`config.mk`:
```
export PLATFORM = sky130hd
export DESIGN_NAME = sdrs_controller_flat
export DESIGN_NICKNAME = d
export VERILOG_FILES = /design/src/rtl/sdrs_pkg.sv /design/src/rtl/sdrs_if.sv /design/src/rtl/sdrs_controller.sv /design/src/flat_wrapper.sv
export VERILOG_INCLUDE_DIRS = /design/src /design/src/rtl
export SDC_FILE = /design/constraint.sdc
export NUM_CORES = 1
export LEC_CHECK = 0
export ABC_AREA = 0
export BUFFER_PORTS_ARGS = -buffer_cell sky130_fd_sc_hd__buf_4
export CAP_MARGIN = 10
export CORE_ASPECT_RATIO = 1.25
export CORE_MARGIN = 2
export CORE_UTILIZATION = 63
export CTS_CLUSTER_DIAMETER = 50
export DETAILED_ROUTE_END_ITERATION = 10
export GPL_TIMING_DRIVEN = 1
export MAX_ROUTING_LAYER = met4
export PLACE_DENSITY = 0.89
export SYNTH_ARGS = -nofsm -noshare
export SYNTH_HDL_FRONTEND = slang
export SYNTH_SLANG_ARGS = --single-unit
```
`constraint.sdc`:
```
create_clock -name clk -period 3.46 [get_ports clk]
set_input_delay 0.865 -clock clk [delete_from_list [all_inputs] [get_ports clk]]
set_output_delay 0.865 -clock clk [all_outputs]
set_load 0.005 [all_outputs]
```
`src/rtl/sdrs_defs.svh`:
```
// timing counts and command encodings for the init/self-refresh sequencer
`ifndef SDRS_DEFS_SVH
`define SDRS_DEFS_SVH
`define SDRS_CLK_PERIOD_NS 20
`define SDRS_POWERUP_WAIT_US 200
`define SDRS_POWERUP_CYCLES ((`SDRS_POWERUP_WAIT_US * 1000 + `SDRS_CLK_PERIOD_NS - 1) / `SDRS_CLK_PERIOD_NS)
`define SDRS_ROW_CYCLE_NS 70
`define SDRS_ROW_CYCLE_CYCLES ((`SDRS_ROW_CYCLE_NS + `SDRS_CLK_PERIOD_NS - 1) / `SDRS_CLK_PERIOD_NS)
`define SDRS_MIN_ACTIVE_NS 42
`define SDRS_MIN_ACTIVE_CYCLES ((`SDRS_MIN_ACTIVE_NS + `SDRS_CLK_PERIOD_NS - 1) / `SDRS_CLK_PERIOD_NS)
`define SDRS_PRECHARGE_NS 20
`define SDRS_PRECHARGE_CYCLES ((`SDRS_PRECHARGE_NS + `SDRS_CLK_PERIOD_NS - 1) / `SDRS_CLK_PERIOD_NS)
`define SDRS_MODE_SET_GAP 2
`define SDRS_EXIT_PULSE_DEFAULT 2
`define SDRS_INIT_REFRESHES 2
`define SDRS_BURST_REFRESHES 2048
`define SDRS_MODE_VALUE 13'h0020
// command pins {select_n, row_strobe_n, column_strobe_n, write_strobe_n}
`define SDRS_CMD_NOP 4'h7
`define SDRS_CMD_PRECHARGE 4'h2
`define SDRS_CMD_REFRESH 4'h1
`define SDRS_CMD_MODE_SET 4'h0
`define SDRS_CMD_DESELECT 4'hf
`define SDRS_A10_ALL_BANKS 10
`endif

```
`src/rtl/sdrs_pkg.sv`:
```
// types shared by the controller and device ends
`default_nettype none
package sdrs_pkg;
  typedef enum {
    CT_POWERUP, CT_PRECHARGE, CT_TRP, CT_MODE, CT_MRD, CT_REFRESH, CT_TRC, CT_READY,
    CT_PRE_SR, CT_PRE_SR_WAIT, CT_SR_ENTER, CT_SR_HOLD, CT_CLK_WAKE, CT_EXIT_PULSE, CT_EXIT_WAIT,
    CT_POST_SR, CT_POST_SR_WAIT
  } sdrs_ctl_state_t;
  typedef enum {DV_UNINIT, DV_ACTIVE, DV_SELFREF} sdrs_dev_state_t;
endpackage
`default_nettype wire

```
`src/rtl/sdrs_if.sv`:
```
// command pins between controller and memory device
`timescale 1ns/100ps
`default_nettype none
interface sdrs_if;
  logic clkRun;
  logic clkGateInput;
  logic selectN;
  logic rowStrobeN;
  logic columnStrobeN;
  logic writeStrobeN;
  logic [3:0] byteMaskInput;
  logic [12:0] addr;
  logic [1:0] bank;
  modport ctl (output clkRun, output clkGateInput, output selectN, output rowStrobeN, output columnStrobeN,
    output writeStrobeN, output byteMaskInput, output addr, output bank);
  modport dev (input clkRun, input clkGateInput, input selectN, input rowStrobeN, input columnStrobeN,
    input writeStrobeN, input byteMaskInput, input addr, input bank);
endinterface
`default_nettype wire

```
`src/rtl/sdrs_controller.sv`:
```
// controller end: power-up init and self-refresh entry/exit sequencing
`timescale 1ns/100ps
`default_nettype none
`include "sdrs_defs.svh"
module sdrs_controller import sdrs_pkg::*; #(
  parameter int POWERUP_CYCLES = `SDRS_POWERUP_CYCLES,
  parameter int EXIT_PULSE_CYCLES = `SDRS_EXIT_PULSE_DEFAULT,
  parameter int CLK_SETTLE_CYCLES = 4,
  parameter int BURST_REFRESHES = `SDRS_BURST_REFRESHES
) (
  input wire logic clk,
  input wire logic rst,
  sdrs_if.ctl pins,
  input wire logic selfRefreshReq,
  input wire logic burstRefreshEn,
  output logic ready,
  output logic inSelfRefresh
);
  typedef struct packed {
    sdrs_ctl_state_t st;
    logic [15:0] cnt;
    logic [11:0] refs;
    logic [3:0] cmd;
    logic cke;
    logic clkRun;
    logic mask;
    logic a10;
    logic [12:0] addr;
  } sdrs_ctl_reg_t;
  sdrs_ctl_reg_t r, next_r;

  // -----------------------------------------------------------------
  // sequencer
  // -----------------------------------------------------------------
  always_comb begin
    next_r = r;
    next_r.cmd = `SDRS_CMD_NOP;
    next_r.a10 = 1'b0;
    next_r.addr = 13'h0000;
    if (r.cnt != 16'h0000) begin
      next_r.cnt = r.cnt - 16'h0001;
    end
    case (r.st)
      CT_POWERUP: begin
        next_r.mask = 1'b1;
        if (r.cnt == 16'h0000) begin
          next_r.st = CT_PRECHARGE;
        end
      end
      CT_PRECHARGE: begin
        next_r.cmd = `SDRS_CMD_PRECHARGE;
        next_r.a10 = 1'b1;
        next_r.st = CT_TRP;
        next_r.cnt = 16'(`SDRS_PRECHARGE_CYCLES);
      end
      CT_TRP: begin
        if (r.cnt == 16'h0000) begin
          next_r.st = CT_MODE;
        end
      end
      CT_MODE: begin
        next_r.cmd = `SDRS_CMD_MODE_SET;
        next_r.addr = `SDRS_MODE_VALUE;
        next_r.st = CT_MRD;
        next_r.cnt = 16'(`SDRS_MODE_SET_GAP);
        next_r.refs = 12'h000;
      end
      CT_MRD: begin
        if (r.cnt == 16'h0000) begin
          next_r.st = CT_REFRESH;
        end
      end
      CT_REFRESH: begin
        next_r.cmd = `SDRS_CMD_REFRESH;
        next_r.refs = r.refs + 12'h001;
        next_r.st = CT_TRC;
        next_r.cnt = 16'(`SDRS_ROW_CYCLE_CYCLES);
      end
      CT_TRC: begin
        if (r.cnt == 16'h0000) begin
          next_r.st = (r.refs >= 12'(`SDRS_INIT_REFRESHES)) ? CT_READY : CT_REFRESH;
        end
      end
      CT_READY: begin
        next_r.mask = 1'b0;
        if (selfRefreshReq) begin
          next_r.refs = 12'h000;
          next_r.st = burstRefreshEn ? CT_PRE_SR : CT_SR_ENTER;
        end
      end
      CT_PRE_SR: begin
        next_r.cmd = `SDRS_CMD_REFRESH;
        next_r.refs = r.refs + 12'h001;
        next_r.cnt = 16'(`SDRS_ROW_CYCLE_CYCLES);
        next_r.st = CT_PRE_SR_WAIT;
      end
      CT_PRE_SR_WAIT: begin
        if (r.cnt == 16'h0000) begin
          next_r.st = (r.refs == 12'(BURST_REFRESHES)) ? CT_SR_ENTER : CT_PRE_SR;
        end
      end
      CT_SR_ENTER: begin
        next_r.cmd = `SDRS_CMD_REFRESH;
        next_r.cke = 1'b0;
        next_r.cnt = 16'(`SDRS_MIN_ACTIVE_CYCLES);
        next_r.st = CT_SR_HOLD;
      end
      CT_SR_HOLD: begin
        next_r.clkRun = 1'b0;
        if (r.cnt == 16'h0000 && !selfRefreshReq) begin
          next_r.clkRun = 1'b1;
          next_r.cnt = 16'(CLK_SETTLE_CYCLES);
          next_r.st = CT_CLK_WAKE;
        end
      end
      CT_CLK_WAKE: begin
        if (r.cnt == 16'h0000) begin
          next_r.cke = 1'b1;
          next_r.cmd = `SDRS_CMD_DESELECT;
          next_r.cnt = 16'(EXIT_PULSE_CYCLES);
          next_r.st = CT_EXIT_PULSE;
        end
      end
      CT_EXIT_PULSE: begin
        next_r.cmd = `SDRS_CMD_DESELECT;
        if (r.cnt == 16'h0000) begin
          next_r.cnt = 16'(`SDRS_ROW_CYCLE_CYCLES);
          next_r.st = CT_EXIT_WAIT;
        end
      end
      CT_EXIT_WAIT: begin
        if (r.cnt == 16'h0000) begin
          next_r.refs = 12'h000;
          next_r.st = burstRefreshEn ? CT_POST_SR : CT_READY;
        end
      end
      CT_POST_SR: begin
        next_r.cmd = `SDRS_CMD_REFRESH;
        next_r.refs = r.refs + 12'h001;
        next_r.cnt = 16'(`SDRS_ROW_CYCLE_CYCLES);
        next_r.st = CT_POST_SR_WAIT;
      end
      CT_POST_SR_WAIT: begin
        if (r.cnt == 16'h0000) begin
          next_r.st = (r.refs == 12'(BURST_REFRESHES)) ? CT_READY : CT_POST_SR;
        end
      end
      default: begin
        next_r.st = CT_POWERUP;
      end
    endcase
  end

  // -----------------------------------------------------------------
  // state register; reset starts with nop, gate and mask high
  // -----------------------------------------------------------------
  always_ff @(posedge clk or posedge rst) begin
    if (rst) begin
      r <= '{st: CT_POWERUP, cnt: 16'(POWERUP_CYCLES), refs: 12'h000, cmd: `SDRS_CMD_NOP, cke: 1'b1,
        clkRun: 1'b1, mask: 1'b1, a10: 1'b0, addr: 13'h0000};
    end else begin
      r <= next_r;
    end
  end

  // -----------------------------------------------------------------
  // pin drive
  // -----------------------------------------------------------------
  assign pins.selectN = r.cmd[3];
  assign pins.rowStrobeN = r.cmd[2];
  assign pins.columnStrobeN = r.cmd[1];
  assign pins.writeStrobeN = r.cmd[0];
  assign pins.clkGateInput = r.cke;
  assign pins.clkRun = r.clkRun;
  assign pins.byteMaskInput = {4{r.mask}};
  assign pins.addr = r.addr | (r.a10 ? 13'h0400 : 13'h0000);
  assign pins.bank = 2'h0;
  assign ready = (r.st == CT_READY);
  assign inSelfRefresh = (r.st == CT_SR_HOLD);
endmodule // sdrs_controller
`default_nettype wire

```
`src/flat_wrapper.sv`:
```
// flat-port wrapper written by rule: the top's interface ports become plain ports
module sdrs_controller_flat import sdrs_pkg::*;
#(
  parameter int POWERUP_CYCLES = `SDRS_POWERUP_CYCLES,
  parameter int EXIT_PULSE_CYCLES = `SDRS_EXIT_PULSE_DEFAULT,
  parameter int CLK_SETTLE_CYCLES = 4,
  parameter int BURST_REFRESHES = `SDRS_BURST_REFRESHES
)
  (clk, rst, selfRefreshReq, burstRefreshEn, ready, inSelfRefresh, pins_clkRun, pins_clkGateInput, pins_selectN, pins_rowStrobeN, pins_columnStrobeN, pins_writeStrobeN, pins_byteMaskInput, pins_addr, pins_bank);
  sdrs_if pins_i ();
  input wire logic clk;
  input wire logic rst;
  input wire logic selfRefreshReq;
  input wire logic burstRefreshEn;
  output logic ready;
  output logic inSelfRefresh;
  output wire logic [$bits(pins_i.clkRun)-1:0] pins_clkRun;
  output wire logic [$bits(pins_i.clkGateInput)-1:0] pins_clkGateInput;
  output wire logic [$bits(pins_i.selectN)-1:0] pins_selectN;
  output wire logic [$bits(pins_i.rowStrobeN)-1:0] pins_rowStrobeN;
  output wire logic [$bits(pins_i.columnStrobeN)-1:0] pins_columnStrobeN;
  output wire logic [$bits(pins_i.writeStrobeN)-1:0] pins_writeStrobeN;
  output wire logic [$bits(pins_i.byteMaskInput)-1:0] pins_byteMaskInput;
  output wire logic [$bits(pins_i.addr)-1:0] pins_addr;
  output wire logic [$bits(pins_i.bank)-1:0] pins_bank;
  assign pins_clkRun = pins_i.clkRun;
  assign pins_clkGateInput = pins_i.clkGateInput;
  assign pins_selectN = pins_i.selectN;
  assign pins_rowStrobeN = pins_i.rowStrobeN;
  assign pins_columnStrobeN = pins_i.columnStrobeN;
  assign pins_writeStrobeN = pins_i.writeStrobeN;
  assign pins_byteMaskInput = pins_i.byteMaskInput;
  assign pins_addr = pins_i.addr;
  assign pins_bank = pins_i.bank;
  sdrs_controller #(.POWERUP_CYCLES(POWERUP_CYCLES), .EXIT_PULSE_CYCLES(EXIT_PULSE_CYCLES), .CLK_SETTLE_CYCLES(CLK_SETTLE_CYCLES), .BURST_REFRESHES(BURST_REFRESHES)) u_core (.clk(clk), .rst(rst), .pins(pins_i), .selfRefreshReq(selfRefreshReq), .burstRefreshEn(burstRefreshEn), .ready(ready), .inSelfRefresh(inSelfRefresh));
endmodule
```
==> run summary <==
Status: complete, no violations
Worst skew pair latency: 0.30 ns
Synthesized flop and latch total: 42
Full die area: 5040 sq um
Crit Path Max Fanout: 23
Worst-path cell chain: nand2_1 > nor2_1 > buf_4
Share of layout cells above drive strength 1: 17.0%
Max cap viols: 0
Number of diodes: 0
Non-filler cells in the finished layout: 382
Fillcell total: 346
Average vias per placed instance: 6.23
Setup TNS: 0 ns
Crit Path Category: reg -> out
Num CTS Buffers: 5
Post-synthesis instance total: 317
Clock Pin Slew Worst Setup and Hold Paths: 0.09 ns
Number of global-route vias before repair: 2283
Vias post-DR: 2381
Worst slew pin tran: 0.785 ns
Worst path arrival time: 1.90 ns
Drc violations: 0
Post-Syn Area: 2830 sq um
CTS tree: yes
P_leak: 1.31 nW
Worst VDD drop: 0.455 mV
P&R area growth vs syn: 6.02%
Final setup fails: 0
Slew Limit Fails: 0
Fin. Hold Viols: 0
Tot Pwr: 0.00255 W
Most used DFF post-synth: dfrtp_1
Worst-case reg-to-reg path depth: 7
Bufs and invs on worst path: 1
Worst clock skew: 0.0145 ns
Seq/Total Area, Yosys: 37.7%
Starting density of the core: 64.8%
Wirelength, routed: 6300 um
Root Driver: clkbuf_8
Worst slew margin relative to its limit: 47.6%
Worst path slowest cell: dfrtp_1
Average size of a mapped cell: 8.91 sq um
Minimum clock period: 2.77 ns
Cell family with most CP delay: flip-flops
Pin count of the biggest net entering global routing: 24
Post-synth EDFFs: 0
Overflow left after global routing: 0
Worst R2R Setup Slack: 0.86 ns
# IOs: 31
Commonest non-fill, non-tap cells in the layout: 34 x nor2_1, 31 x dfrtp_1, 22 x buf_4
Cell Pwr Density: 850 nW/um^2
RSZ-0062 raised after global routing: false
Hold Path Sink: u_core.pins.clkGateInput$_DFFE_PP1P_
Routability cong.: 0.950
H-Tree Depth: 2
Antenna violations before repair: 0
Maximum clock frequency: 362 MHz
CP Launch Type: flip-flop
GRT Util Overall: 28.3%
Core area: 4360 sq um
FP Rows: 27
Hold Path Class: reg -> reg
Hold-critical path depth: 2
Synth cell types: 65
Post-DP HPWL: 4500 um
Post_cts resized: 0
Die Height: 78.9 um
Nets: 333
Longest Clk Path Bufs: 2
Warnings, synthesis: 0
Worst hold start: u_core.pins.clkGateInput$_DFFE_PP1P_
Highest cell delay on the worst timing path: 0.79 ns
ANT nets after route: 0
FF-to-FF Start: u_core.r[33]$_DFF_PP0_
First drt pass iteration count: 5
Critical Path Sink Type: output pin
DP Cell Count: 374
CP Data Required Time: 2.59 ns
Die width: 63.9 um
First-pass GRT wire length: 10900 um
DR iter-0 viols: 220
Post-CTS setup buffer count: 0
Commonest non-fill, non-tap cell in the layout: nor2_1
Post-synth ARST share: 100%
Clock sinks: 42
DR WL/cell: 16.5 um
Reg2reg end: u_core.r[49]$_DFFE_PP0P_
CTS Hold Bufs: 0
Tcrit/Tclk final: 79.9%
IO Port Bufs: 17
==> tightest hold or removal path, stage by stage (launching register included) <==
cell	delay (ns)
dfstp_2	0.39
o21ai_0	0.07
a21oi_1	0.07
==> state kept, by name (all words and copies together), names as in the netlist <==
register and cells:
u_core.r 35, u_core.pins.clkRun 1, u_core.pins.byteMaskInput 1, u_core.pins.clkGateInput 1, u_core.pins.rowStrobeN 1, u_core.pins.writeStrobeN 1
u_core.pins.columnStrobeN 1, u_core.pins.selectN 1
==> cell type report <==
cell class	instances	area (sq um)	area share, %
Clock inverter	2	37.5	1.25
Inverter	12	45.0	1.50
Sequential cell	42	1060	35.5
Timing Repair Buffer	22	165	5.51
Multi-Input combinational cell	240	1540	51.3
Clock buffer	6	72.6	2.42
Tap cell	58	72.6	2.42
==> per-layer routing <==
layer,up-vias,share of wire [%],GRT usage [%]
li1,1130,-,-
met1,1159,40,33.2
met2,78,53,47.8
met3,14,5.1,5.24
met4,0,2.3,11.3
met5,-,0,-
==> cell usage after synthesis (5+ instances only) <==
| library cell | number | area (sq um) |
|---|---|---|
| buf_4 | 19 | 143 |
| dfstp_2 | 11 | 289 |
| o21ai_0 | 11 | 55.1 |
| dfrtp_1 | 31 | 776 |
| nand3b_1 | 6 | 45.0 |
| clkbuf_1 | 9 | 33.8 |
| ha_1 | 6 | 75.1 |
| nor3_1 | 15 | 75.1 |
| mux2_2 | 5 | 56.3 |
| xor2_1 | 7 | 61.3 |
| nand2b_1 | 7 | 43.8 |
| nor4_1 | 7 | 43.8 |
| xnor2_1 | 8 | 70.1 |
| nand3_1 | 12 | 60.1 |
| a21oi_1 | 16 | 80.1 |
| a221o_1 | 6 | 60.1 |
| nand4_1 | 5 | 31.3 |
| nor2b_1 | 6 | 37.5 |
| nor2_1 | 34 | 128 |
| inv_1 | 12 | 45.0 |
| nand2_1 | 17 | 63.8 |
==> power by group <==
part | internal [W] | switching, W
logic | 0.000571 | 0.000720
registers | 0.000651 | 0.000213
clock network | 0.000216 | 0.000177
total | 0.00144 | 0.00111
==> worst max-delay path by stage <==
stage                                        start                        to  slack, ns  cells after the start
final                     u_core.r[49]$_DFFE_PP0P_             inSelfRefresh       0.69                      3
after detailed placement    u_core.r[33]$_DFF_PP0_  u_core.r[49]$_DFFE_PP0P_       0.95                      7
after CTS                 u_core.r[52]$_DFFE_PP0P_             inSelfRefresh       0.74                      4
after global placement      u_core.r[33]$_DFF_PP0_  u_core.r[50]$_DFFE_PP0P_       1.04                      7
after global routing      u_core.r[52]$_DFFE_PP0P_             inSelfRefresh       0.55                      4
after floorplan             u_core.r[33]$_DFF_PP0_  u_core.r[23]$_DFFE_PP0P_       1.32                      9
==> cell families (layout without fill, tap and decap cells) <==
group | after synthesis | in the layout | synth area share (%)
xor+xnor | 15 | 15 | 4.65
simple gates | 130 | 130 | 25.1
mux | 6 | 6 | 2.35
buf+inv | 47 | 42 | 9.48
flops | 42 | 42 | 37.7
compound gates | 70 | 70 | 17.9
other cells | 1 | 13 | 0.133
fa+ha+maj | 6 | 6 | 2.66
==> metrics by stage <==
step | worst slack, ns | area, sq um | hold slack, ns | util, %
2_1_floorplan | 1.32 | 2870 | 0.486 | -
3_3_place_gp | 1.04 | 2890 | 0.501 | 66.2
3_5_place_dp | 0.946 | 2890 | 0.509 | 66.2
4_1_cts | 0.742 | 3000 | 0.524 | 68.7
5_1_grt | 0.553 | 3000 | 0.562 | 68.7
6_report | 0.695 | 3000 | 0.523 | 68.7
No activity file was read; power rests on OpenSTA's default activity.
